[src/core/mcc_defs.svh]
// Offsets, field positions, reset values and codes of the MAC command and configuration word.
// Assumes inclusion by bare name from the package and the core module only.
`ifndef MCC_DEFS_SVH
`define MCC_DEFS_SVH

// Printed offsets are word indices; the byte address is four times the index.
`define MCC_CFG_INDEX 6'h02
`define MCC_CFG_RESET 32'h0000_0000
// Bit 11 is status and is held apart, so it is outside the writable mask.
`define MCC_CFG_WR_MASK 32'h0007_27FF
`define MCC_RD_UNMAPPED 32'h0000_0000

`define MCC_BIT_TX_EN 0
`define MCC_BIT_RX_EN 1
`define MCC_BIT_ZERO_PAUSE 2
`define MCC_BIT_SPEED 3
`define MCC_BIT_ACCEPT_ALL 4
`define MCC_BIT_STRIP_PAD 5
`define MCC_BIT_PASS_FCS 6
`define MCC_BIT_FWD_FLOW 7
`define MCC_BIT_IGNORE_PAUSE 8
`define MCC_BIT_INSERT_SA 9
`define MCC_BIT_HALF_DUP 10
`define MCC_BIT_TOO_MANY_COLLISIONS_FLAG 11
`define MCC_BIT_SOFT_RST 13
`define MCC_SA_SEL_LO 16
`define MCC_SA_SEL_HI 18

// Source address select codes: 3'h0 is the primary, 3'h4 and up the supplementaries.
`define MCC_SA_SEL_PRIMARY 3'h0
`define MCC_SA_SEL_SUPP_FLAG 2

`endif

[src/core/mcc_pkg.sv]
// Types shared by the command and configuration word logic.
// Assumes the constants header sits beside it in core/.
package mcc_pkg;
  `include "mcc_defs.svh"

  typedef enum logic [1:0] {
    MCC_SR_IDLE = 2'b00,
    MCC_SR_DRAIN = 2'b01,
    MCC_SR_DONE = 2'b11
  } mcc_srst_e;

  typedef struct packed {
    logic tx_path_enable;
    logic rx_path_enable;
    logic zero_pause_frame_request;
    logic accept_all_frames;
    logic strip_pad;
    logic strip_fcs;
    logic forward_flow_frames;
    logic obey_pause;
    logic insert_source_address;
    logic sa_supplementary;
    logic [1:0] sa_supp_index;
    logic half_duplex_select;
  } mcc_ctrl_s;
endpackage

[src/core/mcc_command_config.sv]
// Command and configuration word of a 10/100/1000 Ethernet MAC with its register slave.
// Assumes one system clock, a synchronous active-low reset, and datapaths on the same
// clock that report frame activity; the gigabit-select pin is asynchronous.
`include "mcc_defs.svh"

// Function
// - Bit 0 enables transmit; zero after reset or soft reset.
// - Bit 1 enables receive; zero after reset or soft reset.
// - Bit 2 requests a zero-quanta pause frame regardless of FIFO fill.
// - Speed bit high forces gigabit and masks the gigabit-select pin.
// - Speed bit low: gigabit only while the pin is high, else 10/100.
// - Gigabit-mode indicator high exactly while running at gigabit rate.
// - Bit 4 accepts every frame without destination filtering.
// - Bit 5 strips receive padding; transmit unaffected.
// - Bit 6 high passes received FCS, low strips it.
// - Padded frame with pad removal: FCS checked and stripped anyway.
// - Bit 7 high forwards received pause frames, low discards them.
// - Bit 8 low obeys received pause frames, high ignores them.
// - Bit 9 replaces transmit source address with the selected station address.
// - Bit 10 picks half duplex; ignored while speed bit is high.
// - Excess-collision flag sets on 16-attempt discard, clears on reset, and on soft reset unless a collision comes in its last cycle.
// - Soft reset drains frames, disables paths, flushes, clears counters and itself.
// - Select 000 primary, 100 to 111 supplementary zero to three.
module mcc_command_config (
  input wire logic i_clk_sys,
  input wire logic i_nrst,
  input wire logic [7:0] i_address,
  input wire logic i_read,
  input wire logic i_write,
  input wire logic [3:0] i_byteenable,
  input wire logic [31:0] i_writedata,
  output logic [31:0] o_readdata,
  output logic o_waitrequest,
  input wire logic i_gigabit_select,
  input wire logic i_tx_frame_busy,
  input wire logic i_rx_frame_busy,
  input wire logic i_rx_frame_padded,
  input wire logic i_excess_collision,
  output mcc_pkg::mcc_ctrl_s o_ctrl,
  output logic o_gigabit_mode,
  output logic o_rx_fifo_flush,
  output logic o_stats_clear
);
  import mcc_pkg::*;

  logic [31:0] cfg_q;
  logic [31:0] cfg_d;
  logic [31:0] be_mask;
  logic [31:0] rd_word;
  logic wait_q;
  logic hit;
  logic wr_take;
  logic rd_first;
  logic excess_q;
  logic gsel_meta_q;
  logic gsel_q;
  logic tx_en_q;
  logic rx_en_q;
  logic [2:0] sa_sel;
  mcc_srst_e srst_q;
  mcc_srst_e srst_d;
  mcc_ctrl_s ctrl_q;

  genvar g;
  generate
    for (g = 0; g < 4; g++) begin : g_be
      assign be_mask[8*g +: 8] = {8{i_byteenable[g]}};
    end
  endgenerate

  assign hit = (i_address[7:2] == `MCC_CFG_INDEX);
  // A write lands only on the edge where the master sees waitrequest low.
  assign wr_take = i_write && !wait_q && hit;
  assign rd_first = i_read && wait_q;
  assign sa_sel = cfg_q[`MCC_SA_SEL_HI:`MCC_SA_SEL_LO];

  always_comb begin
    rd_word = cfg_q;
    rd_word[`MCC_BIT_TOO_MANY_COLLISIONS_FLAG] = excess_q;
  end

  // Every access is answered after exactly one wait cycle.
  always_ff @(posedge i_clk_sys) begin
    if (!i_nrst) begin
      wait_q <= 1'b1;
    end else if ((i_read || i_write) && wait_q) begin
      wait_q <= 1'b0;
    end else begin
      wait_q <= 1'b1;
    end
  end

  // Read data is captured early so it already stands when waitrequest drops.
  always_ff @(posedge i_clk_sys) begin
    if (!i_nrst) begin
      o_readdata <= `MCC_RD_UNMAPPED;
    end else if (rd_first) begin
      o_readdata <= hit ? rd_word : `MCC_RD_UNMAPPED;
    end
  end

  always_comb begin
    cfg_d = cfg_q;
    if (wr_take) begin
      cfg_d = ((cfg_q & ~be_mask) | (i_writedata & be_mask)) & `MCC_CFG_WR_MASK;
    end
    if (srst_q == MCC_SR_DONE) begin
      cfg_d[`MCC_BIT_TX_EN] = 1'b0;
      cfg_d[`MCC_BIT_RX_EN] = 1'b0;
      cfg_d[`MCC_BIT_SOFT_RST] = 1'b0;
    end
  end

  always_ff @(posedge i_clk_sys) begin
    if (!i_nrst) begin
      cfg_q <= `MCC_CFG_RESET;
    end else begin
      cfg_q <= cfg_d;
    end
  end

  always_comb begin
    srst_d = srst_q;
    unique case (srst_q)
      MCC_SR_IDLE: begin
        if (cfg_q[`MCC_BIT_SOFT_RST]) begin
          srst_d = MCC_SR_DRAIN;
        end
      end
      MCC_SR_DRAIN: begin
        // Frames in flight are allowed to finish before the paths shut down.
        if (!i_tx_frame_busy && !i_rx_frame_busy) begin
          srst_d = MCC_SR_DONE;
        end
      end
      MCC_SR_DONE: begin
        srst_d = MCC_SR_IDLE;
      end
      default: begin
        srst_d = MCC_SR_IDLE;
      end
    endcase
  end

  always_ff @(posedge i_clk_sys) begin
    if (!i_nrst) begin
      srst_q <= MCC_SR_IDLE;
    end else begin
      srst_q <= srst_d;
    end
  end

  always_ff @(posedge i_clk_sys) begin
    if (!i_nrst) begin
      o_rx_fifo_flush <= 1'b0;
      o_stats_clear <= 1'b0;
    end else begin
      o_rx_fifo_flush <= (srst_q == MCC_SR_DONE);
      o_stats_clear <= (srst_q == MCC_SR_DONE);
    end
  end

  // A collision event in the same cycle as the soft reset end keeps the flag set.
  always_ff @(posedge i_clk_sys) begin
    if (!i_nrst) begin
      excess_q <= 1'b0;
    end else if (i_excess_collision) begin
      excess_q <= 1'b1;
    end else if (srst_q == MCC_SR_DONE) begin
      excess_q <= 1'b0;
    end
  end

  always_ff @(posedge i_clk_sys) begin
    if (!i_nrst) begin
      gsel_meta_q <= 1'b0;
      gsel_q <= 1'b0;
    end else begin
      gsel_meta_q <= i_gigabit_select;
      gsel_q <= gsel_meta_q;
    end
  end

  always_ff @(posedge i_clk_sys) begin
    if (!i_nrst) begin
      o_gigabit_mode <= 1'b0;
    end else begin
      o_gigabit_mode <= cfg_q[`MCC_BIT_SPEED] || gsel_q;
    end
  end

  // The effective enables follow the register only while the path is idle, so a
  // frame is never cut short; during a soft reset they drop as each path drains.
  always_ff @(posedge i_clk_sys) begin
    if (!i_nrst) begin
      tx_en_q <= 1'b0;
    end else if (!i_tx_frame_busy) begin
      tx_en_q <= cfg_q[`MCC_BIT_TX_EN] && (srst_q == MCC_SR_IDLE);
    end
  end

  always_ff @(posedge i_clk_sys) begin
    if (!i_nrst) begin
      rx_en_q <= 1'b0;
    end else if (!i_rx_frame_busy) begin
      rx_en_q <= cfg_q[`MCC_BIT_RX_EN] && (srst_q == MCC_SR_IDLE);
    end
  end

  always_ff @(posedge i_clk_sys) begin
    if (!i_nrst) begin
      // Reset leaves pause frames obeyed and the check sequence stripped, as the
      // cleared word asks, so the datapaths never see a state the word cannot hold.
      ctrl_q <= '0;
      ctrl_q.obey_pause <= 1'b1;
      ctrl_q.strip_fcs <= 1'b1;
    end else begin
      ctrl_q.zero_pause_frame_request <= cfg_q[`MCC_BIT_ZERO_PAUSE];
      ctrl_q.accept_all_frames <= cfg_q[`MCC_BIT_ACCEPT_ALL];
      ctrl_q.strip_pad <= cfg_q[`MCC_BIT_STRIP_PAD];
      // Pad removal on a padded frame overrides the forward choice.
      ctrl_q.strip_fcs <= !cfg_q[`MCC_BIT_PASS_FCS] ||
        (cfg_q[`MCC_BIT_STRIP_PAD] && i_rx_frame_padded);
      ctrl_q.forward_flow_frames <= cfg_q[`MCC_BIT_FWD_FLOW];
      ctrl_q.obey_pause <= !cfg_q[`MCC_BIT_IGNORE_PAUSE];
      ctrl_q.insert_source_address <= cfg_q[`MCC_BIT_INSERT_SA];
      // Codes 001 to 011 are undefined and fall back to the primary address.
      ctrl_q.sa_supplementary <= sa_sel[`MCC_SA_SEL_SUPP_FLAG];
      ctrl_q.sa_supp_index <= sa_sel[`MCC_SA_SEL_SUPP_FLAG] ? sa_sel[1:0] : 2'h0;
      ctrl_q.half_duplex_select <= cfg_q[`MCC_BIT_HALF_DUP] &&
        !cfg_q[`MCC_BIT_SPEED];
    end
  end

  always_comb begin
    o_ctrl = ctrl_q;
    o_ctrl.tx_path_enable = tx_en_q;
    o_ctrl.rx_path_enable = rx_en_q;
  end

  assign o_waitrequest = wait_q;
endmodule // mcc_command_config

[config.mk]
export PLATFORM = sky130hd
export DESIGN_NAME = mcc_command_config
export DESIGN_NICKNAME = d
export VERILOG_FILES = /design/src/core/mcc_pkg.sv /design/src/core/mcc_command_config.sv
export VERILOG_INCLUDE_DIRS = /design/src /design/src/core
export SDC_FILE = /design/constraint.sdc
export NUM_CORES = 1
export LEC_CHECK = 0
export ABC_AREA = 0
export CAP_MARGIN = 20
export CORE_UTILIZATION = 30
export CTS_BUF_LIST = sky130_fd_sc_hd__clkbuf_8
export DETAILED_ROUTE_END_ITERATION = 8
export DONT_BUFFER_PORTS = 1
export REMOVE_ABC_BUFFERS = 1
export SYNTH_ARGS = -nofsm -noshare
export SYNTH_HDL_FRONTEND = slang
export SYNTH_SLANG_ARGS = --single-unit
export TNS_END_PERCENT = 10
[constraint.sdc]
create_clock -name i_clk_sys -period 1.35 [get_ports i_clk_sys]
set_input_delay 0.27 -clock i_clk_sys [delete_from_list [all_inputs] [get_ports i_clk_sys]]
set_output_delay 0.27 -clock i_clk_sys [all_outputs]
set_load 0.01 [all_outputs]
### Yosys cells after proc, flatten, opt, wreduce, memory -nomap -nowiden

Index checks and enable logic that the tools add are counted.

* register bits: 68
* bits in latches: 0
* bits in writable memories: 0
* memory bits (read-only): 0
* word-level logic and storage cells: 62
* memories: 0

* add/subtract/negate cells: 0
* multiply operators: 0
* divide/modulo/power cells: 0
* magnitude comparators: 0
* equality and inequality tests: 5
* shift operators: 0
* multiplexer cells: 7
* bitwise gates (word level): 5
* reductions and logical operators: 23

Operators by type and width (count)
* 19-bit AND: 2
* 19-bit 2-to-1 mux: 1
* 19-bit NOT: 1
* 19-bit OR: 1
* 1-bit logical AND: 9
* 6-bit by 2-bit equality test with 1-bit output (second input constant): 1
* 1-bit logical NOT: 6
* 2-bit 2-to-1 mux: 2
* 2-bit inequality test (second input constant): 2
* 2-bit one-hot mux with 2 select lines: 1
* 2-bit AND reduction: 2
* 1-bit logical OR: 3
* 1-bit 2-to-1 mux: 3
* 2-bit by 1-bit equality test with 1-bit output (second input constant): 1
* 2-bit equality test (second input constant): 1
* 2-bit logical NOT: 1
* 2-bit nonzero test: 1
* 2-bit OR reduction: 1
* 1-bit NOT: 1

### Longest topological paths before layout

Gate-level depths: netlist (run 1).

* depth after elaboration: 4
* depth in mapped cells: 5
* mapped depth without buffers: 3

### Least setup slack after synthesis (run 1)

No wires, ideal clock.

* path type: flip-flop to flip-flop
* start: register wait_q, in the netlist o_waitrequest
* end: register o_readdata[13]
* library setup time: 0.070 ns
* data arrival time: 1.161 ns
* required time: 1.280 ns
* path slack: 0.119 ns
* cell stages (with the launch flop): 6
* path buffers: 2
* cell sequence: dfxtp_1 > and2_0 > clkbuf_1 > buf_2 > nand4_1 > a21boi_1

* longest elaborated chain between the ends: 1

Ends and longest elaborated chain
* start: declaration: RTL line mcc_command_config.sv:50 `logic wait_q;`
* start signal: assignment: RTL line mcc_command_config.sv:85 `wait_q <= 1'b1;`
* start signal: assignment: RTL line mcc_command_config.sv:87 `wait_q <= 1'b0;`
* start signal: assignment: RTL line mcc_command_config.sv:89 `wait_q <= 1'b1;`
* 1-bit logical AND: RTL line mcc_command_config.sv:74 `assign rd_first = i_read && wait_q;`
* end signal: assignment: RTL line mcc_command_config.sv:96 `` o_readdata <= `MCC_RD_UNMAPPED; ``
* end signal: assignment: RTL line mcc_command_config.sv:98 `` o_readdata <= hit ? rd_word : `MCC_RD_UNMAPPED; ``
* end: declaration: RTL line mcc_command_config.sv:32 `output logic [31:0] o_readdata,`

Every way passes these cells.
A chain may end at the register's enable or synchronous reset.

==> results.md, run 1 <==
- Status: finished, final reports clean
- Overall routing resource usage: 12.5%
- Setup CP Type: flip-flop to flip-flop
- Crit share post-route: 89.9%
- Hold_sp: i_rx_frame_busy
- Row cnt: 29
- Yosys reg bits: 52
- Final setup TNS: 0 ns
- Area leader, netlist: dfxtp_1
- Yosys warns: 0
- R2R Setup Slk: 0.14 ns
- Placed insts: 281
- Worst hold path class: primary input to flip-flop
- Vias in the first global route: 1317
- DR vias: 1392
- Max Buffers Root-to-Sink: 2
- Leakage: 0.942 nW
- Post-synth EDFFs: 0
- Fmax achieved: 0.824 GHz
- Slowest stage delay, CP: 0.33 ns
- Core Area: 6490 um^2
- Worst Setup Start Kind: flip-flop
- Die width: 85.0 um
- Fill count: 677
- CTS Root Cell: clkbuf_8
- CTS resizes: 0
- Critical-path top delay cell: dfxtp_1
- Netlist cell types: 30
- Remaining Overflow, GRT: 0
- CP max FO: 3
- Io pins: 102
- Synth top area share: 50.3%
- Antenna-violating nets left: 0
- Detailed-route wire length: 4300 um
- Height of the die: 85.0 um
- Share of cells above drive strength 1: 8.02%
- Cts hold-fix bufs: 0
- Nets: 264
- Final cell count without fillers: 289
- Worst path arrival time: 1.45 ns
- Final setup fails: 0
- Power Density: 1240 nW/um^2
- Max Cap Viol: 0
- Mapped cell area: 2070 um^2
- Detailed Place HPWL: 2840 um
- Fin Clk Skew: 0.0103 ns
- Number of remaining DRC errors: 0
- Pin count of the biggest net entering global routing: 53
- Slew Viols, Final: 0
- Area grow syn2layout: 5.93%
- VDD IR max: 0.329 mV
- CTS tree: built
- Multi-input logic area: 853 um^2
- Sequential cell area: 1040 um^2
- Crit path required time: 1.58 ns
- Antenna Cells: 0
- Unrepaired setup endpoints after global routing: no
- Worst path bufs/invs: 1
- Initial antenna violation count: 0
- Hold Path Sink: srst_q[1]$_SDFFE_PN0P_
- First DRT Iteration DRCs: 54
- Clk sink count: 52
- First-pass GRT wire length: 6970 um
- Most instantiated cells after synthesis: dfxtp_1 (52), nand2_1 (47), buf_4 (20), nand4_1 (16), mux2i_1 (15)
- Setup bufs post-CTS: 0
- Ys async rst share: 0%
- RD Place Congestion: 0.651
- IO buf count: 0
- CP Capture Type: flip-flop
- Reg2Reg Depth: 4
- Mean area per synthesized cell: 9.62 um^2
- WL per Instance: 14.9 um
- Final hold vios: 0
- CTS Buf Count: 5
- Total die area: 7230 um^2
- Starting density of the core: 31.8%
- Critical-path cell list: nor2b_1 > buf_4 > and4_1 > mux2i_1
- DR pass1 iterations: 4
- Top delay family on crit path: simple AND/OR/NAND/NOR gates
- Vias per cell: 4.82
- Minimum clock period: 1.21 ns
- Worst Hold Depth: 1
- Register area share after synthesis: 50.3%
- R2R Path Start: o_waitrequest$_SDFF_PN1_
- Worst-path clk slew: 0.09 ns
- Post-synthesis cell count: 215
- Max H-tree Level: 2
- Skew-Pair Late Insertion Delay: 0.30 ns
- Synth area leaders: dfxtp_1 (50%), nand2_1 (8.5%), buf_4 (7.3%)
- Most common cell in the netlist: dfxtp_1
- Top FF cell, synth: dfxtp_1
## where the power goes
group          total (W)  internal, W  switching, W
clock network    0.00105     0.000544      0.000505
logic           0.000131    0.0000484     0.0000828
registers        0.00155      0.00154    0.00000515
## worst register-to-register path, delay by kind of cell (launching register included)
kind                   cells  cell delay (ns)
buffers and inverters      1             0.16
muxes                      1             0.20
and+or+nand+nor            2             0.46
DFF                        1             0.33
## how the worst max path moves through the flow
stage,slack [ns],to,startpoint,depth (start not counted)
after floorplan,0.08,o_readdata[0]$_SDFFE_PN0P_,o_waitrequest$_SDFF_PN1_,3
after global placement,0.07,flip-flop,i_address[2],3
after detailed placement,0.05,flip-flop,i_address[2],3
after CTS,0.12,flip-flop,o_waitrequest$_SDFF_PN1_,4
after global routing,0.07,flip-flop,o_waitrequest$_SDFF_PN1_,4
final,0.14,flip-flop,o_waitrequest$_SDFF_PN1_,4
## through the flow
stage / total power [W] / setup slack, ns / util, % / hold slack, ns / cell area (um^2)
detailed placement: 0.00171 / 0.0536 / 32.1 / 0.358 / 2080
floorplan: 0.00166 / 0.0824 / - / 0.347 / 1920
global route: 0.00287 / 0.0689 / 33.7 / 0.0234 / 2190
CTS: 0.00276 / 0.124 / 33.7 / 0.0236 / 2190
global placement: 0.00171 / 0.0683 / 32.1 / 0.347 / 2080
finish: 0.00273 / 0.136 / 33.7 / 0.0386 / 2190
## metal layers
| layer | GRT usage [%] | vias to the layer above | wire, um |
|---|---|---|---|
| met1 | 15.4 | 654 | 1930 |
| li1 | - | 678 | - |
| met3 | 4.28 | 6 | 308 |
| met4 | 4.16 | 0 | 49 |
| met2 | 20.5 | 54 | 2010 |
| met5 | 0 | - | 0 |
## cell families (layout without fill, tap and decap cells)
logic type,Yosys count,count (layout),share of synthesized area [%]
AO/OA/AOI/OAI,23,23,8.17
buffers and inverters,38,20,11.1
flip-flops,52,52,50.3
multiplexers,15,15,7.26
other,1,16,0.181
AND/OR/NAND/NOR,86,86,22.9
## layout make-up
class / instances / area share, %
multi-input cells: 140 / 38.9
inverters: 6 / 1.03
flip-flops and latches: 52 / 47.5
well taps: 77 / 4.40
clock buffers: 5 / 3.14
clock inverters: 3 / 1.77
repair buffers: 6 / 3.20
## layout by cell type (no fill, tap or decap)
master,instances
inv_1,7
nor2b_1,4
conb_1,16
clkinv_2,1
a21boi_0,6
nand2_1,47
and2_1,2
nor4_4,1
clkbuf_8,5
a21oi_1,2
nand4_4,1
and2_0,1
o21a_1,1
o211ai_1,1
nor4b_4,1
nor4b_1,3
nor2_1,4
and4_1,1
and3_1,3
a21o_1,1
dfxtp_1,52
nand2b_1,1
nand4_1,16
buf_12,2
buf_4,4
nand4_2,1
a22o_1,1
a21boi_1,11
bufinv_16,1
mux2i_1,15
Note: power is estimated with default switching activity, not from simulation.
==> inputs of run 2 (changes only) <==
--- a/config.mk
+++ b/config.mk
@@ -7,11 +7,13 @@
 export NUM_CORES = 1
 export LEC_CHECK = 0
 export ABC_AREA = 0
+export ABC_CLOCK_PERIOD_IN_PS = 1350
 export CAP_MARGIN = 20
 export CORE_UTILIZATION = 30
 export CTS_BUF_LIST = sky130_fd_sc_hd__clkbuf_8
 export DETAILED_ROUTE_END_ITERATION = 8
 export DONT_BUFFER_PORTS = 1
+export HOLD_SLACK_MARGIN = 0.1
 export REMOVE_ABC_BUFFERS = 1
 export SYNTH_ARGS = -nofsm -noshare
 export SYNTH_HDL_FRONTEND = slang
==> run 2 against run 1 <==
Register-to-register slack about the same. Sequential power about the same. Clock skew decreased by 0.0022 ns. Sequential cell count unchanged. Sequential share of layout area decreased by 4.0 points. Utilization increased by 3.1 points. Critical path depth unchanged. Worst hold slack improved by 0.068 ns. Power increased by 2.0%. Die area unchanged. Count of clock-buffer cells in the layout unchanged.
==> results.md, run 2 (same netlist as run 1, synthesis figures left out) <==
- Status: finished, final reports clean
- Clk sink count: 52 (unchanged)
- Critical-path top delay cell: dfxtp_1
- Reg2Reg Depth: 4 (unchanged)
- Number of remaining DRC errors: 0 (unchanged)
- Overall Power: 0.00278 W (+2.0%)
- Setup CP Type: flip-flop to flip-flop
- IO buf count: 0 (unchanged)
- First DRT Iteration DRCs: 59 (+9.3%)
- CP Capture Type: flip-flop
- Max Buffers Root-to-Sink: 2 (unchanged)
- Detailed-route wire length: 4720 um (+9.9%)
- Final hold vios: 0 (unchanged)
- RD Place Congestion: 0.651 (unchanged)
- First-pass GRT wire length: 7400 um (+6.1%)
- Fill count: 665 (-1.8%)
- Total die area: 7230 um^2 (unchanged)
- Slowest stage delay, CP: 0.33 ns (about the same)
- VDD IR max: 0.351 mV (+6.7%)
- DR pass1 iterations: 4 (unchanged)
- Worst-path clk slew: 0.09 ns (about the same)
- WP depth: 4 (unchanged)
- Antenna Cells: 0 (unchanged)
- Minimum clock period: 1.22 ns (+0.00316 ns)
- Die width: 85.0 um (unchanged)
- Worst hold path class: primary input to flip-flop
- Most common cell after layout, fill and taps aside: dfxtp_1
- Fin Clk Skew: 0.00810 ns (-0.00220 ns)
- CP max FO: 3 (unchanged)
- Io pins: 102 (unchanged)
- Crit share post-route: 90.2% (+0.23 points)
- Core Area: 6490 um^2 (unchanged)
- Worst Hold Depth: 2 (+1)
- Most frequent cells in the layout: dfxtp_1 (52), nand2_1 (47), dlygate4sd3_1 (19), nand4_1 (16), conb_1 (16)
- Starting density of the core: 31.8% (unchanged)
- Share of cells above drive strength 1: 7.33% (-0.69 points)
- Height of the die: 85.0 um (unchanged)
- Placed inst area: 2080 um^2 (unchanged)
- Top delay family on crit path: simple AND/OR/NAND/NOR gates
- Max H-tree Level: 2 (unchanged)
- Vias per cell: 4.77 (-0.90%)
- Hold_sp: i_writedata[8]
- Unrepaired setup endpoints after global routing: no
- Skew-Pair Late Insertion Delay: 0.30 ns (about the same)
- Setup crit start: o_waitrequest$_SDFF_PN1_
- Pin count of the biggest net entering global routing: 40 (-25%)
- Fmax achieved: 0.822 GHz (-0.26%)
- Row cnt: 29 (unchanged)
- Nets: 284 (+7.6%)
- Area grow syn2layout: 15.7%
- Worst path arrival time: 1.45 ns (about the same)
- Max Cap Viol: 0 (unchanged)
- Vias in the first global route: 1395 (+5.9%)
- CTS Buf Count: 5 (unchanged)
- Design area: 2390 um^2 (+9.3%)
- DR vias: 1475 (+6.0%)
- Worst-Margin Slew: 0.641 ns
- Worst path bufs/invs: 1 (unchanged)
- Slew margin rel.: 57.3%
- Final setup TNS: 0 ns (unchanged)
- Power Density: 1160 nW/um^2 (-6.6%)
- Overall routing resource usage: 13.4% (+0.89 points)
- Hold slack final: 0.107 ns (+0.0682 ns)
- Remaining Overflow, GRT: 0 (unchanged)
- Crit path required time: 1.58 ns (about the same)
- Initial antenna violation count: 0 (unchanged)
- Final setup fails: 0 (unchanged)
- Detailed Place HPWL: 2840 um (unchanged)
- CTS Root Cell: clkbuf_8
- WL per Instance: 15.3 um (+2.8%)
- Worst Setup Start Kind: flip-flop
- R2R Setup Slk: 0.13 ns (about the same)
- CTS tree: built
- Critical-path cell list: nor2b_1 > buf_4 > and4_1 > mux2i_1
- Setup bufs post-CTS: 0 (unchanged)
- R2R Path Start: o_waitrequest$_SDFF_PN1_
- Slew Viols, Final: 0 (unchanged)
- Antenna-violating nets left: 0 (unchanged)
- Leakage: 1.03 nW (+9.8%)
[run 2: cell count changes in the layout (fill, tap and decap cells not counted), sizes merged]
cell / previous run / this run
dlygate4sd3: 0 / 19
dlymetal6s4s: 0 / 1
[run 2: layer usage]
metal  vias to the layer above  global-route usage, %  share of wire, %
met3                         6                   3.99               6.3
met2                        55                   22.7                48
met4                         0                   4.16               1.0
met1                       694                   16.3                45
li1                        720                      -                 -
met5                         -                      0                 0
[run 2: final cells by class]
cell class	count	area, um^2	share of cell area [%]
inverter	6	22.5	0.941
sequential	52	1040	43.5
tap	77	96.3	4.03
clock inverter	3	38.8	1.62
multi-input combinational	140	853	35.7
clock buffer	5	68.8	2.88
timing repair buffer	26	273	11.4
[run 2: how the worst max path moves through the flow]
stage / slack [ns] / to
after detailed placement: 0.05 / flip-flop
final: 0.13 / flip-flop
after global routing: 0.07 / flip-flop
after global placement: 0.07 / flip-flop
after floorplan: 0.08 / o_readdata[0]$_SDFFE_PN0P_
after CTS: 0.03 / flip-flop
[run 2: through the flow]
step                      utilization (%)  instances  setup WS [ns]
after CTS                            36.7        308         0.0327
after global placement               32.1        281         0.0683
after detailed placement             32.1        281         0.0536
after floorplan                         -        198         0.0824
after global routing                 36.9        309         0.0689
final                                36.9        309          0.133
[run 2: timing repair]
item | CTS | global route
resized for setup | 0 | 1
endpoints found under the hold margin | 26 | 10
hold buffers | 19 | 1
setup endpoints to repair | 0 | 6
[run 2: power by group]
part | internal (W) | switching, W | total, W
sequential | 0.00154 | 0.00000528 | 0.00155
combinational | 0.0000869 | 0.000104 | 0.000191
clock | 0.000543 | 0.000501 | 0.00104
[run 2: worst register-to-register path: cells and delay by family (launching register included)]
kind                   cells  cell delay (ns)
buffers and inverters      1             0.16
DFF                        1             0.33
and+or+nand+nor            2             0.47
muxes                      1             0.20
